[config.mk]
export PLATFORM = sky130hd
export DESIGN_NAME = cbbm_core
export DESIGN_NICKNAME = d
export VERILOG_FILES = /design/src/cbbm_pkg.sv /design/src/cbbm_core.sv /design/src/cbbm_decode.sv /design/src/cbbm_memmap.sv
export SDC_FILE = /design/constraint.sdc
export NUM_CORES = 2
export LEC_CHECK = 0
export BUFFER_PORTS_ARGS = -buffer_cell sky130_fd_sc_hd__buf_2
export CELL_PAD_IN_SITES_DETAIL_PLACEMENT = 0
export CELL_PAD_IN_SITES_GLOBAL_PLACEMENT = 1
export CORE_MARGIN = 8
export CORE_UTILIZATION = 25
export DETAILED_ROUTE_END_ITERATION = 7
export PLACE_DENSITY_LB_ADDON = 0.1
export SLEW_MARGIN = 20
export SYNTH_ARGS = -nofsm -noshare
export SYNTH_HDL_FRONTEND = slang
export SYNTH_SLANG_ARGS = --single-unit
export TNS_END_PERCENT = 50
[constraint.sdc]
create_clock -name clock_i -period 24.6 [get_ports clock_i]
set_input_delay 4.92 -clock clock_i [delete_from_list [all_inputs] [get_ports clock_i]]
set_output_delay 4.92 -clock clock_i [all_outputs]
set_load 0.1 [all_outputs]
[src/cbbm_pkg.sv]
// Package for the branch, bit and memory-map block of the 8-bit core.
// Assumes one clock and an asynchronous active-low reset.
package cbbm_pkg;

    // ********************************
    // Memory map
    // ********************************
    localparam logic [7:0] CBBM_LOW_RAM_TOP = 8'h7f;
    localparam logic [7:0] CBBM_BANK_TOP = 8'h1f;
    localparam logic [7:0] CBBM_BIT_BYTE_BASE = 8'h20;
    localparam logic [7:0] CBBM_BIT_ADDR_TOP = 8'h7f;
    localparam logic [15:0] CBBM_FLASH_TOP = 16'h3fff;
    localparam logic [15:0] CBBM_RESERVED_ABOVE = 16'h3dff;
    localparam logic [15:0] CBBM_PAGE_MASK = 16'hf800;
    localparam int CBBM_PSW_BANK_LO_POS = 3;
    localparam int CBBM_PSW_BANK_HI_POS = 4;
    localparam int CBBM_PSW_CARRY_POS = 7;
    localparam int CBBM_STORE_WREN_POS = 0;
    localparam logic [15:0] CBBM_PC_RESET = 16'h0000;
    localparam logic [7:0] CBBM_OPC_NOP = 8'h00;
    localparam logic [7:0] CBBM_OPC_SPARE = 8'ha5;

    // ********************************
    // Opcodes handled here
    // ********************************
    localparam logic [7:0] CBBM_OPC_CLR_C = 8'hc3;
    localparam logic [7:0] CBBM_OPC_SETB_C = 8'hd3;
    localparam logic [7:0] CBBM_OPC_CPL_C = 8'hb3;
    localparam logic [7:0] CBBM_OPC_CLR_BIT = 8'hc2;
    localparam logic [7:0] CBBM_OPC_SETB_BIT = 8'hd2;
    localparam logic [7:0] CBBM_OPC_CPL_BIT = 8'hb2;
    localparam logic [7:0] CBBM_OPC_ANL_C = 8'h82;
    localparam logic [7:0] CBBM_OPC_ANL_CN = 8'hb0;
    localparam logic [7:0] CBBM_OPC_ORL_C = 8'h72;
    localparam logic [7:0] CBBM_OPC_ORL_CN = 8'ha0;
    localparam logic [7:0] CBBM_OPC_MOV_C_BIT = 8'ha2;
    localparam logic [7:0] CBBM_OPC_MOV_BIT_C = 8'h92;
    localparam logic [7:0] CBBM_OPC_JC = 8'h40;
    localparam logic [7:0] CBBM_OPC_JNC = 8'h50;
    localparam logic [7:0] CBBM_OPC_JB = 8'h20;
    localparam logic [7:0] CBBM_OPC_JNB = 8'h30;
    localparam logic [7:0] CBBM_OPC_JBC = 8'h10;
    localparam logic [7:0] CBBM_OPC_LCALL = 8'h12;
    localparam logic [7:0] CBBM_OPC_RET = 8'h22;
    localparam logic [7:0] CBBM_OPC_RETI = 8'h32;
    localparam logic [7:0] CBBM_OPC_LJMP = 8'h02;
    localparam logic [7:0] CBBM_OPC_SJMP = 8'h80;
    localparam logic [7:0] CBBM_OPC_JMP_ADPTR = 8'h73;
    localparam logic [7:0] CBBM_OPC_JZ = 8'h60;
    localparam logic [7:0] CBBM_OPC_JNZ = 8'h70;
    localparam logic [7:0] CBBM_OPC_CJNE_DIR = 8'hb5;
    localparam logic [7:0] CBBM_OPC_CJNE_IMM = 8'hb4;
    localparam logic [7:0] CBBM_OPC_DJNZ_DIR = 8'hd5;
    localparam logic [4:0] CBBM_OPC_AJMP_LOW = 5'h01;
    localparam logic [4:0] CBBM_OPC_ACALL_LOW = 5'h11;
    localparam logic [4:0] CBBM_OPC_CJNE_IND_HI = 5'h16;
    localparam logic [4:0] CBBM_OPC_CJNE_RN_HI = 5'h17;
    localparam logic [4:0] CBBM_OPC_DJNZ_RN_HI = 5'h1b;

    // ********************************
    // Carried types
    // ********************************
    typedef enum logic [3:0] {
        CBBM_ACT_NONE = 4'h0, CBBM_ACT_CLR = 4'h1, CBBM_ACT_SET = 4'h2,
        CBBM_ACT_CPL = 4'h3, CBBM_ACT_ANL = 4'h4, CBBM_ACT_ANLN = 4'h5,
        CBBM_ACT_ORL = 4'h6, CBBM_ACT_ORLN = 4'h7, CBBM_ACT_MOVC = 4'h8,
        CBBM_ACT_MOVB = 4'h9
    } cbbm_act_t;

    typedef struct packed {
        logic known;
        logic [1:0] bytes;
        logic [2:0] cyc_short;
        logic [2:0] cyc_long;
        logic cond;
        logic on_carry;
        cbbm_act_t act;
    } cbbm_dec_t;

    typedef struct packed {
        logic to_sfr;
        logic is_bank;
        logic [7:0] ram_addr;
        logic [7:0] sfr_addr;
    } cbbm_daddr_t;

endpackage

[src/cbbm_core.sv]
// Operation
// (RQ1) Carry ops 1 clock; bit ops 2 clocks
// (RQ2) Carry jumps: 2 bytes, 2 or 3 clocks
// (RQ3) Bit jumps 3/4 clocks; JBC clears bit
// (RQ4) Short call 3 clocks, long call 4
// (RQ5) Both returns: one byte, 5 clocks
// (RQ6) Jumps: short 3, long 4, indirect 3
// (RQ7) Accumulator zero jumps: 2 or 3 clocks
// (RQ8) Compare jumps 3/4; indirect form 4/5
// (RQ9) Decrement jumps: register 2/3, direct 3/4
// (RQ10) No-op and spare opcode: one clock
// (RQ11) Relative offset signed, from next instruction
// (RQ12) Registers from active bank; pointers R0/R1
// (RQ13) Direct below 0x80 RAM, above special
// (RQ14) Absolute target stays in 2 kB page
// (RQ15) Long target is full 16 bits
// (RQ16) 64 KB space; above 0x3DFF reserved
// (RQ17) Store writes need program-store enable
// (RQ18) 256 bytes RAM; low half both modes
// (RQ19) Above 0x7F: direct special, indirect RAM
// (RQ20) Four banks selected by status bits 3,4
// (RQ21) Bit address = 8*offset + bit position
// (RQ22) Bit or byte decided by instruction kind
// (RQ23) Untaken branch short count, taken long
// Sequencer for branch and bit instructions with the internal data RAM.
// Assumes the program bytes are presented on code_i for the address on pc_o.
`timescale 1ns/100ps
module cbbm_core (
    input wire logic clock_i,
    input wire logic rstn_i,
    input wire logic [7:0] code_i,
    input wire logic [7:0] acc_i,
    input wire logic [15:0] data_pointer_16_i,
    input wire logic [7:0] program_status_word_i,
    input wire logic [7:0] program_store_control_i,
    input wire logic [7:0] special_function_register_rdata_i,
    input wire logic ext_write_i,
    input wire logic [15:0] ext_write_addr_i,
    input wire logic [7:0] ext_write_data_i,
    input wire logic [15:0] ret_addr_i,
    output logic [15:0] pc_o,
    output logic carry_o,
    output logic busy_o,
    output logic [2:0] cycles_o,
    output logic [7:0] special_function_register_addr_o,
    output logic special_function_register_we_o,
    output logic [7:0] special_function_register_wdata_o,
    output logic [15:0] call_push_o,
    output logic call_push_o_valid_o,
    output logic store_we_o,
    output logic [15:0] store_addr_o,
    output logic [7:0] store_data_o,
    output logic reserved_fetch_o
);
    import cbbm_pkg::*;

    // ********************************
    // State
    // ********************************
    typedef enum logic [3:0] {
        CBBM_S_FETCH = 4'b0001,
        CBBM_S_OPND = 4'b0010,
        CBBM_S_WAIT = 4'b1000
    } cbbm_state_t;

    cbbm_state_t state_ff, nxt_state;
    logic [15:0] pc_ff, nxt_pc;
    logic [7:0] op_hold_ff, nxt_op;
    logic [7:0] b1_ff, nxt_b1;
    logic [1:0] idx_ff, nxt_idx;
    logic [2:0] cnt_ff, nxt_cnt;
    logic carry_ff, nxt_carry;
    logic [7:0] ram [0:255]; // (RQ18)
    logic ram_we;
    logic [7:0] ram_wa, ram_wd;
    logic sfr_we_ff, nxt_sfr_we;
    logic [7:0] sfr_wa_ff, sfr_wd_ff;
    logic push_ff, nxt_push;
    logic [15:0] push_addr_ff;
    logic st_we_ff;
    logic [15:0] st_a_ff;
    logic [7:0] st_d_ff;
    logic rsv_ff;
    logic [2:0] cyc_ff;

    cbbm_dec_t dec, dec_reg;
    cbbm_daddr_t da;
    logic [2:0] bitpos;

    // Current opcode and first operand, live on the byte that carries them, held after that
    wire in_fetch = (state_ff == CBBM_S_FETCH);
    wire [7:0] op_ff = in_fetch ? code_i : op_hold_ff;
    wire [7:0] byte1 = (idx_ff == 2'd1) ? code_i : b1_ff;
    wire [15:0] pc_next = pc_ff + 16'h0001;

    // ********************************
    // Decode and routing
    // ********************************
    cbbm_decode u_decode (
        .opcode_i(op_ff),
        .dec_o(dec)
    );
    assign dec_reg = dec; // (RQ10)

    wire [1:0] bank = {program_status_word_i[CBBM_PSW_BANK_HI_POS],
                       program_status_word_i[CBBM_PSW_BANK_LO_POS]}; // (RQ20)
    wire is_rn_op = (op_ff[7:3] == CBBM_OPC_CJNE_RN_HI) || (op_ff[7:3] == CBBM_OPC_DJNZ_RN_HI);
    wire is_ind_op = (op_ff[7:1] == 7'h5b);
    wire is_bit_op = dec_reg.act != CBBM_ACT_NONE && dec_reg.bytes == 2'd2
                     || op_ff == CBBM_OPC_JB || op_ff == CBBM_OPC_JNB || op_ff == CBBM_OPC_JBC;
    wire [7:0] ptr = ram[{3'b000, bank, 2'b00, op_ff[0]}]; // (RQ12)

    cbbm_memmap u_memmap (
        .operand_i(byte1),
        .indirect_i(is_ind_op),
        .bit_op_i(is_bit_op),
        .reg_op_i(is_rn_op),
        .reg_sel_i(op_ff[2:0]),
        .ptr_i(ptr),
        .bank_i(bank),
        .addr_o(da),
        .bitpos_o(bitpos)
    );

    wire [7:0] byte_rd = da.to_sfr ? special_function_register_rdata_i : ram[da.ram_addr];
    wire bit_val = byte_rd[bitpos];
    // Offset relative to next instruction
    wire [7:0] rel = code_i;
    wire [15:0] rel_tgt = pc_next + {{8{rel[7]}}, rel}; // (RQ11)
    wire [15:0] abs_tgt = (pc_next & CBBM_PAGE_MASK) | {5'h00, op_ff[7:5], byte1}; // (RQ14)
    wire [15:0] long_tgt = {b1_ff, code_i}; // (RQ15)
    wire [7:0] cmp_l = (op_ff == CBBM_OPC_CJNE_DIR || op_ff == CBBM_OPC_CJNE_IMM) ? acc_i : byte_rd;
    wire [7:0] cmp_r = (op_ff == CBBM_OPC_CJNE_DIR) ? byte_rd : byte1;
    wire [7:0] dec_val = byte_rd - 8'h01;

    logic take;
    logic [15:0] tgt;
    always_comb begin
        take = 1'b0;
        tgt = rel_tgt;
        if (op_ff == CBBM_OPC_JC) take = carry_ff;
        else if (op_ff == CBBM_OPC_JNC) take = !carry_ff;
        else if (op_ff == CBBM_OPC_JB || op_ff == CBBM_OPC_JBC) take = bit_val;
        else if (op_ff == CBBM_OPC_JNB) take = !bit_val;
        else if (op_ff == CBBM_OPC_JZ) take = (acc_i == 8'h00);
        else if (op_ff == CBBM_OPC_JNZ) take = (acc_i != 8'h00);
        else if (dec_reg.bytes == 2'd3 && dec_reg.cond && op_ff[7:4] == 4'hb)
            take = (cmp_l != cmp_r); // (RQ8)
        else if (op_ff[7:4] == 4'hd && dec_reg.cond) take = (dec_val != 8'h00); // (RQ9)
        else if (op_ff[4:0] == CBBM_OPC_AJMP_LOW || op_ff[4:0] == CBBM_OPC_ACALL_LOW) begin
            take = 1'b1;
            tgt = abs_tgt;
        end else if (op_ff == CBBM_OPC_LJMP || op_ff == CBBM_OPC_LCALL) begin
            take = 1'b1;
            tgt = long_tgt;
        end else if (op_ff == CBBM_OPC_SJMP) take = 1'b1;
        else if (op_ff == CBBM_OPC_JMP_ADPTR) begin
            take = 1'b1;
            tgt = data_pointer_16_i + {8'h00, acc_i};
        end else if (op_ff == CBBM_OPC_RET || op_ff == CBBM_OPC_RETI) begin
            take = 1'b1;
            tgt = ret_addr_i;
        end
    end

    // Carry and bit result
    logic c_new, b_new, b_wr;
    always_comb begin
        c_new = carry_ff;
        b_new = bit_val;
        b_wr = 1'b0;
        case (dec_reg.act)
            CBBM_ACT_CLR: if (dec_reg.bytes == 2'd1) c_new = 1'b0;
                          else if (!dec_reg.cond || bit_val) begin
                              b_new = 1'b0; // (RQ3)
                              b_wr = 1'b1;
                          end
            CBBM_ACT_SET: if (dec_reg.bytes == 2'd1) c_new = 1'b1;
                          else begin b_new = 1'b1; b_wr = 1'b1; end
            CBBM_ACT_CPL: if (dec_reg.bytes == 2'd1) c_new = !carry_ff;
                          else begin b_new = !bit_val; b_wr = 1'b1; end
            CBBM_ACT_ANL: c_new = carry_ff & bit_val; // (RQ1)
            CBBM_ACT_ANLN: c_new = carry_ff & !bit_val;
            CBBM_ACT_ORL: c_new = carry_ff | bit_val;
            CBBM_ACT_ORLN: c_new = carry_ff | !bit_val;
            CBBM_ACT_MOVC: c_new = bit_val;
            CBBM_ACT_MOVB: begin b_new = carry_ff; b_wr = 1'b1; end
            default: c_new = carry_ff;
        endcase
    end

    wire [7:0] bit_byte_new = (byte_rd & ~(8'h01 << bitpos)) | ({7'h00, b_new} << bitpos);
    wire wr_djnz = op_ff[7:4] == 4'hd && dec_reg.cond;
    // Executes on the cycle of its last byte
    wire do_exec = in_fetch ? (dec.bytes == 2'd1)
                            : (state_ff == CBBM_S_OPND) && (idx_ff + 2'd1 == dec.bytes);
    assign ram_we = do_exec && !da.to_sfr && (b_wr || wr_djnz);
    assign ram_wa = da.ram_addr;
    assign ram_wd = wr_djnz ? dec_val : bit_byte_new;
    wire is_call = op_ff[4:0] == CBBM_OPC_ACALL_LOW || op_ff == CBBM_OPC_LCALL;
    // Store writes only while enabled
    wire st_en = ext_write_i && program_store_control_i[CBBM_STORE_WREN_POS]; // (RQ17)
    wire [2:0] cyc_used = take ? dec_reg.cyc_long : dec_reg.cyc_short; // (RQ23)

    // ********************************
    // Sequencer
    // ********************************
    always_comb begin
        nxt_state = state_ff;
        nxt_pc = pc_ff;
        nxt_op = op_ff;
        nxt_b1 = b1_ff;
        nxt_idx = idx_ff;
        nxt_cnt = cnt_ff;
        nxt_carry = carry_ff;
        nxt_sfr_we = 1'b0;
        nxt_push = 1'b0;
        case (state_ff)
            CBBM_S_FETCH: begin
                nxt_op = code_i;
                nxt_pc = pc_next;
                nxt_idx = 2'd1;
                nxt_state = CBBM_S_OPND;
            end
            CBBM_S_OPND: begin
                if (idx_ff == 2'd1) nxt_b1 = code_i;
                nxt_pc = pc_next;
                nxt_idx = idx_ff + 2'd1;
            end
            CBBM_S_WAIT: begin
                nxt_cnt = cnt_ff - 3'd1;
                if (cnt_ff <= 3'd1) nxt_state = CBBM_S_FETCH;
            end
            default: nxt_state = CBBM_S_FETCH;
        endcase
        // Clocks beyond the byte count are spent waiting
        if (do_exec) begin
            nxt_carry = c_new;
            nxt_sfr_we = da.to_sfr && b_wr;
            nxt_push = is_call;
            if (take) nxt_pc = tgt;
            nxt_cnt = cyc_used - {1'b0, dec_reg.bytes};
            nxt_idx = 2'd0;
            nxt_state = (cyc_used > {1'b0, dec_reg.bytes}) ? CBBM_S_WAIT : CBBM_S_FETCH;
        end
    end

    always_ff @(posedge clock_i or negedge rstn_i) begin
        if (!rstn_i) begin
            state_ff <= CBBM_S_FETCH;
            pc_ff <= CBBM_PC_RESET;
            op_hold_ff <= 8'h00;
            b1_ff <= 8'h00;
            idx_ff <= 2'd0;
            cnt_ff <= 3'd0;
            carry_ff <= 1'b0;
        end else begin
            state_ff <= nxt_state;
            pc_ff <= nxt_pc;
            op_hold_ff <= nxt_op;
            b1_ff <= nxt_b1;
            idx_ff <= nxt_idx;
            cnt_ff <= nxt_cnt;
            carry_ff <= nxt_carry;
        end
    end

    always_ff @(posedge clock_i) begin
        if (ram_we) ram[ram_wa] <= ram_wd;
    end

    always_ff @(posedge clock_i or negedge rstn_i) begin
        if (!rstn_i) begin
            sfr_we_ff <= 1'b0;
            sfr_wa_ff <= 8'h00;
            sfr_wd_ff <= 8'h00;
            push_ff <= 1'b0;
            push_addr_ff <= 16'h0000;
            st_we_ff <= 1'b0;
            st_a_ff <= 16'h0000;
            st_d_ff <= 8'h00;
            rsv_ff <= 1'b0;
            cyc_ff <= 3'd0;
        end else begin
            sfr_we_ff <= nxt_sfr_we;
            sfr_wa_ff <= da.sfr_addr;
            sfr_wd_ff <= wr_djnz ? dec_val : bit_byte_new;
            push_ff <= nxt_push;
            push_addr_ff <= pc_next;
            st_we_ff <= st_en;
            st_a_ff <= ext_write_addr_i;
            st_d_ff <= ext_write_data_i;
            rsv_ff <= pc_ff > CBBM_RESERVED_ABOVE; // (RQ16)
            if (do_exec) cyc_ff <= cyc_used;
        end
    end

    // ********************************
    // Outputs
    // ********************************
    assign pc_o = pc_ff;
    assign carry_o = carry_ff;
    assign busy_o = (state_ff != CBBM_S_FETCH);
    assign cycles_o = cyc_ff;
    assign special_function_register_addr_o = sfr_wa_ff;
    assign special_function_register_we_o = sfr_we_ff;
    assign special_function_register_wdata_o = sfr_wd_ff;
    assign call_push_o = push_addr_ff;
    assign call_push_o_valid_o = push_ff;
    assign store_we_o = st_we_ff;
    assign store_addr_o = st_a_ff;
    assign store_data_o = st_d_ff;
    assign reserved_fetch_o = rsv_ff;

endmodule // cbbm_core

[src/cbbm_decode.sv]
// Opcode decoder: length, cycle counts, carry/bit action of each branch or bit opcode.
// Assumes a purely combinational use inside the sequencer.
`timescale 1ns/100ps
module cbbm_decode (
    input wire logic [7:0] opcode_i,
    output cbbm_pkg::cbbm_dec_t dec_o
);
    import cbbm_pkg::*;

    wire [4:0] hi5 = opcode_i[7:3];
    wire [4:0] lo5 = opcode_i[4:0];

    function automatic cbbm_dec_t mk(input logic [1:0] b, input logic [2:0] s,
                                     input logic [2:0] l, input cbbm_act_t a);
        cbbm_dec_t d;
        d.known = 1'b1;
        d.bytes = b;
        d.cyc_short = s;
        d.cyc_long = l;
        d.cond = (s != l);
        d.on_carry = 1'b0;
        d.act = a;
        return d;
    endfunction

    always_comb begin
        dec_o = mk(2'd1, 3'd1, 3'd1, CBBM_ACT_NONE);
        dec_o.known = 1'b0;
        if (opcode_i == CBBM_OPC_CLR_C) dec_o = mk(2'd1, 3'd1, 3'd1, CBBM_ACT_CLR); // (RQ1)
        else if (opcode_i == CBBM_OPC_SETB_C) dec_o = mk(2'd1, 3'd1, 3'd1, CBBM_ACT_SET);
        else if (opcode_i == CBBM_OPC_CPL_C) dec_o = mk(2'd1, 3'd1, 3'd1, CBBM_ACT_CPL);
        else if (opcode_i == CBBM_OPC_CLR_BIT) dec_o = mk(2'd2, 3'd2, 3'd2, CBBM_ACT_CLR);
        else if (opcode_i == CBBM_OPC_SETB_BIT) dec_o = mk(2'd2, 3'd2, 3'd2, CBBM_ACT_SET);
        else if (opcode_i == CBBM_OPC_CPL_BIT) dec_o = mk(2'd2, 3'd2, 3'd2, CBBM_ACT_CPL);
        else if (opcode_i == CBBM_OPC_ANL_C) dec_o = mk(2'd2, 3'd2, 3'd2, CBBM_ACT_ANL);
        else if (opcode_i == CBBM_OPC_ANL_CN) dec_o = mk(2'd2, 3'd2, 3'd2, CBBM_ACT_ANLN);
        else if (opcode_i == CBBM_OPC_ORL_C) dec_o = mk(2'd2, 3'd2, 3'd2, CBBM_ACT_ORL);
        else if (opcode_i == CBBM_OPC_ORL_CN) dec_o = mk(2'd2, 3'd2, 3'd2, CBBM_ACT_ORLN);
        else if (opcode_i == CBBM_OPC_MOV_C_BIT) dec_o = mk(2'd2, 3'd2, 3'd2, CBBM_ACT_MOVC);
        else if (opcode_i == CBBM_OPC_MOV_BIT_C) dec_o = mk(2'd2, 3'd2, 3'd2, CBBM_ACT_MOVB);
        else if (opcode_i == CBBM_OPC_JC || opcode_i == CBBM_OPC_JNC)
            dec_o = mk(2'd2, 3'd2, 3'd3, CBBM_ACT_NONE); // (RQ2)
        else if (opcode_i == CBBM_OPC_JB || opcode_i == CBBM_OPC_JNB)
            dec_o = mk(2'd3, 3'd3, 3'd4, CBBM_ACT_NONE); // (RQ3)
        else if (opcode_i == CBBM_OPC_JBC) dec_o = mk(2'd3, 3'd3, 3'd4, CBBM_ACT_CLR);
        else if (lo5 == CBBM_OPC_ACALL_LOW) dec_o = mk(2'd2, 3'd3, 3'd3, CBBM_ACT_NONE); // (RQ4)
        else if (opcode_i == CBBM_OPC_LCALL) dec_o = mk(2'd3, 3'd4, 3'd4, CBBM_ACT_NONE);
        else if (opcode_i == CBBM_OPC_RET || opcode_i == CBBM_OPC_RETI)
            dec_o = mk(2'd1, 3'd5, 3'd5, CBBM_ACT_NONE); // (RQ5)
        else if (lo5 == CBBM_OPC_AJMP_LOW || opcode_i == CBBM_OPC_SJMP)
            dec_o = mk(2'd2, 3'd3, 3'd3, CBBM_ACT_NONE); // (RQ6)
        else if (opcode_i == CBBM_OPC_LJMP) dec_o = mk(2'd3, 3'd4, 3'd4, CBBM_ACT_NONE);
        else if (opcode_i == CBBM_OPC_JMP_ADPTR) dec_o = mk(2'd1, 3'd3, 3'd3, CBBM_ACT_NONE);
        else if (opcode_i == CBBM_OPC_JZ || opcode_i == CBBM_OPC_JNZ)
            dec_o = mk(2'd2, 3'd2, 3'd3, CBBM_ACT_NONE); // (RQ7)
        else if (opcode_i == CBBM_OPC_CJNE_DIR || opcode_i == CBBM_OPC_CJNE_IMM
                 || hi5 == CBBM_OPC_CJNE_RN_HI)
            dec_o = mk(2'd3, 3'd3, 3'd4, CBBM_ACT_NONE); // (RQ8)
        else if (hi5 == CBBM_OPC_CJNE_IND_HI && opcode_i[2:1] == 2'b11)
            dec_o = mk(2'd3, 3'd4, 3'd5, CBBM_ACT_NONE); // (RQ8)
        else if (hi5 == CBBM_OPC_DJNZ_RN_HI) dec_o = mk(2'd2, 3'd2, 3'd3, CBBM_ACT_NONE); // (RQ9)
        else if (opcode_i == CBBM_OPC_DJNZ_DIR) dec_o = mk(2'd3, 3'd3, 3'd4, CBBM_ACT_NONE);
        else if (opcode_i == CBBM_OPC_NOP || opcode_i == CBBM_OPC_SPARE)
            dec_o = mk(2'd1, 3'd1, 3'd1, CBBM_ACT_NONE); // (RQ10)
        dec_o.on_carry = (opcode_i == CBBM_OPC_JC) || (opcode_i == CBBM_OPC_JNC);
    end

endmodule // cbbm_decode

[src/cbbm_memmap.sv]
// Data memory address router: banks, bit area, lower/upper RAM and special registers.
// Assumes operands already fetched; purely combinational.
`timescale 1ns/100ps
module cbbm_memmap (
    input wire logic [7:0] operand_i,
    input wire logic indirect_i,
    input wire logic bit_op_i,
    input wire logic reg_op_i,
    input wire logic [2:0] reg_sel_i,
    input wire logic [7:0] ptr_i,
    input wire logic [1:0] bank_i,
    output cbbm_pkg::cbbm_daddr_t addr_o,
    output logic [2:0] bitpos_o
);
    import cbbm_pkg::*;

    // Byte behind a bit address
    wire [7:0] bit_byte = operand_i[7] ? {operand_i[7:3], 3'b000}
                                       : CBBM_BIT_BYTE_BASE + {4'h0, operand_i[6:3]}; // (RQ21)
    wire [7:0] reg_addr = {3'b000, bank_i, reg_sel_i}; // (RQ20)
    wire [7:0] raw = reg_op_i ? reg_addr : indirect_i ? ptr_i : bit_op_i ? bit_byte : operand_i;
    // Bit vs byte chosen only by instruction kind
    assign bitpos_o = bit_op_i ? operand_i[2:0] : 3'd0; // (RQ22)
    assign addr_o.ram_addr = raw;
    // Direct high addresses go to special registers, indirect ones to upper RAM
    assign addr_o.to_sfr = !indirect_i && !reg_op_i && (raw > CBBM_LOW_RAM_TOP); // (RQ13) (RQ19)
    assign addr_o.sfr_addr = raw;
    assign addr_o.is_bank = (raw <= CBBM_BANK_TOP);

endmodule // cbbm_memmap

==> impl_metrics.ini <==
[synth]
synth_top_area_share_pct = 66.8
netlist_area_sq_mm = 0.0920
synthCells = 6529
synth_flop_cell = edfxtp_1
avgSynthCellArea_sq_um = 14.1
synth_top_cell_by_area = edfxtp_1
ys_top_cells_by_area = edfxtp_1, mux2i_1, a211oi_1, dfrtp_1, nand2_1
yosys_warnings = 0
synth_edf_count = 2048
yosysUniqueCellTypes = 106
synth-async-reset-ratio_pct = 4.83
ys_seq_area_share_pct = 69.7
ys_ff_latch = 2152

[worst_setup_path]
critPathTopFamily = buffers and inverters
crit_path_start = code_i[1]
end_kind = register
r2r-end = ram[33][2]$_DFFE_PP_
setup.worst_path.class = in2reg
cpMostUsedCell = buf_4
r2r_setup_slack_ps = 9840
r2r-start = state_ff[3]$_DFFE_PN0P_
cp.buffers_inverters = 10
rr_worst_depth = 32
cp.arrival_ps = 18460
cp_num_cells = 32
crit_end = ram[33][2]$_DFFE_PP_
critPathMaxFanout = 100
cpMaxStageDelayCell = nor4_1
start_kind = primary input
slowest_delay_ps = 930
crit_required_ps = 25110

[sta]
hold_violations = 0
period_minus_slack_ps = 17940
worst_pin_slew_ps = 1190
rsz0062_at_grt = false
setup_viol = 0
clock_skew_ps = 67.9
post-route-period-util_pct = 72.9
timing.slew.headroom_pct = 20.2
fmax_mhz = 55.7
setup_tns_ps = 0
drv_slew = 0

[global_routing]
grt_busiest_layer = met2
grt.met2_usage_pct = 30.1
grt_pass1_vias = 61400
met3_usage_pct = 2.47
antenna_found_initial = 31
grt_max_degree = 174
grt_first_pass_wirelength_mm = 499
overflow = 0
grt_use_total_pct = 17.9
use_met1_pct = 24.0

[clocking]
postCtsResizedCells = 0
cts_max_level = 5
clk_path_buf_depth = 4
cts_hold_buf = 0
cts_tree = yes
cts_inserted_buffers = 268
clock_latency_ps = 910
clk_transition_reported_paths_ps = 60
cts-root-buf = clkbuf_16
cts_setup_buffers = 0
clock-sinks = 2152

[route]
routed_wl_mm = 359
via_count = 61600
drc_errors = 0
initialDrtViolationCount = 5255
ant_nets = 0
dr.pass1.iters = 5
avgViaCountPerCell = 4.82
wl_per_cell_microns = 28.1

[floorplanning]
dieArea_sq_mm = 0.388
fp.dieW_microns = 623
start_util_pct = 25.1
rows = 222
io_pins = 180
coreArea_sq_mm = 0.366
dieHeight_microns = 623

[finish]
layout-drive-gt1-share_pct = 12.3
nNetsFinal = 7882
area_growth_pct = 21.3

[place]
post-dp-hpwl_mm = 224
placement.io_buffers = 166
gp_congestion = 0.808

[worst_hold_path]
min_from = cycles_o[2]$_DFFE_PN0P_
hp-class = reg2reg

[status]
status = finished, final reports clean

[job]
max_cap_viol_count = 0
final cells by class:
cell class / count / area [sq um]
diodes: 10 / 25.0
well taps: 4816 / 6030
fillers: 37200 / 254000
clock buffers: 351 / 7310
clock inverters: 123 / 990
flip-flops and latches: 2152 / 64100
inverters: 64 / 267
repair buffers: 419 / 2900
multi-input cells: 4843 / 30000
layout by cell type, fill, tap and decap left out, drive strengths merged, types with 113 or more instances in the layout:
master,netlist,layout
edfxtp,2048,2048
conb,1,1024
nand2,621,621
buf,198,419
a211oi,394,394
mux2i,365,365
clkbuf,295,351
and3,321,321
nor2,255,255
o21ai,238,238
nand3,237,237
a21oi,188,188
a311oi,113,113
synth_stat cells, types with 65 or more instances:
cell type	number
nand2_1	621
and3_1	321
a21oi_1	185
clkbuf_1	295
nor2_1	252
o22ai_1	102
a2111oi_0	65
o21ai_0	232
buf_2	131
nor3_1	71
edfxtp_1	2048
dfrtp_1	103
nand3_1	237
mux2i_1	364
a211oi_1	393
nand4_1	68
a311oi_1	113
flip-flops by register name (all words and copies together), names as in the netlist, 6 cells and up, named ones only:
signal	count
pc_o	16
special_function_register_wdata_o	8
op_hold_ff	6
store_data_o	8
b1_ff	8
call_push_o	16
ram	2048
store_addr_o	16
special_function_register_addr_o	8
cell families (layout without fill, tap and decap cells):
logic type | after synthesis | count (layout) | synth area share [%]
AO/OA/AOI/OAI | 1498 | 1498 | 11.7
XOR/XNOR | 83 | 83 | 0.790
adder cells (fa/ha/maj) | 35 | 35 | 0.500
buffers and inverters | 557 | 957 | 2.51
flip-flops | 2152 | 2152 | 69.7
multiplexers | 439 | 439 | 5.43
other | 1 | 1034 | 0.00408
AND/OR/NAND/NOR | 1764 | 1764 | 9.41
per-stage QoR:
stage                     util (%)  hold slack, ps  setup WS [ps]  std cells  instance area [sq um]
after floorplan                  -             477           2470       7552                  95800
after global placement        28.2             490           5970      12300                 103000
after detailed placement      28.2             490           5850      12300                 103000
after CTS                     30.5             506           6800      12800                 112000
after global routing          30.5             538           5920      12800                 112000
final                         30.5             498           6660      12800                 112000
routing by layer:
layer	routed length (microns)	up-vias	share of wire (%)
met5	17	-	0.0047
met4	10600	2	3.0
met3	17300	433	4.8
met2	172000	1712	48
met1	160000	32100	44
li1	-	27400	-
worst min path at each step:
stage | end | cells past startpoint
2_1_floorplan | cnt_ff[1]$_DFFE_PN0P_ | 2
3_3_place_gp | cycles_o[2]$_DFFE_PN0P_ | 1
3_5_place_dp | cycles_o[2]$_DFFE_PN0P_ | 1
4_1_cts | cycles_o[2]$_DFFE_PN0P_ | 1
5_1_grt | cycles_o[2]$_DFFE_PN0P_ | 1
6_report | cycles_o[2]$_DFFE_PN0P_ | 1
Power is left out: the tool's default activity adds up to more than one toggle a clock period on the data nets, which glitch-free logic cannot reach.
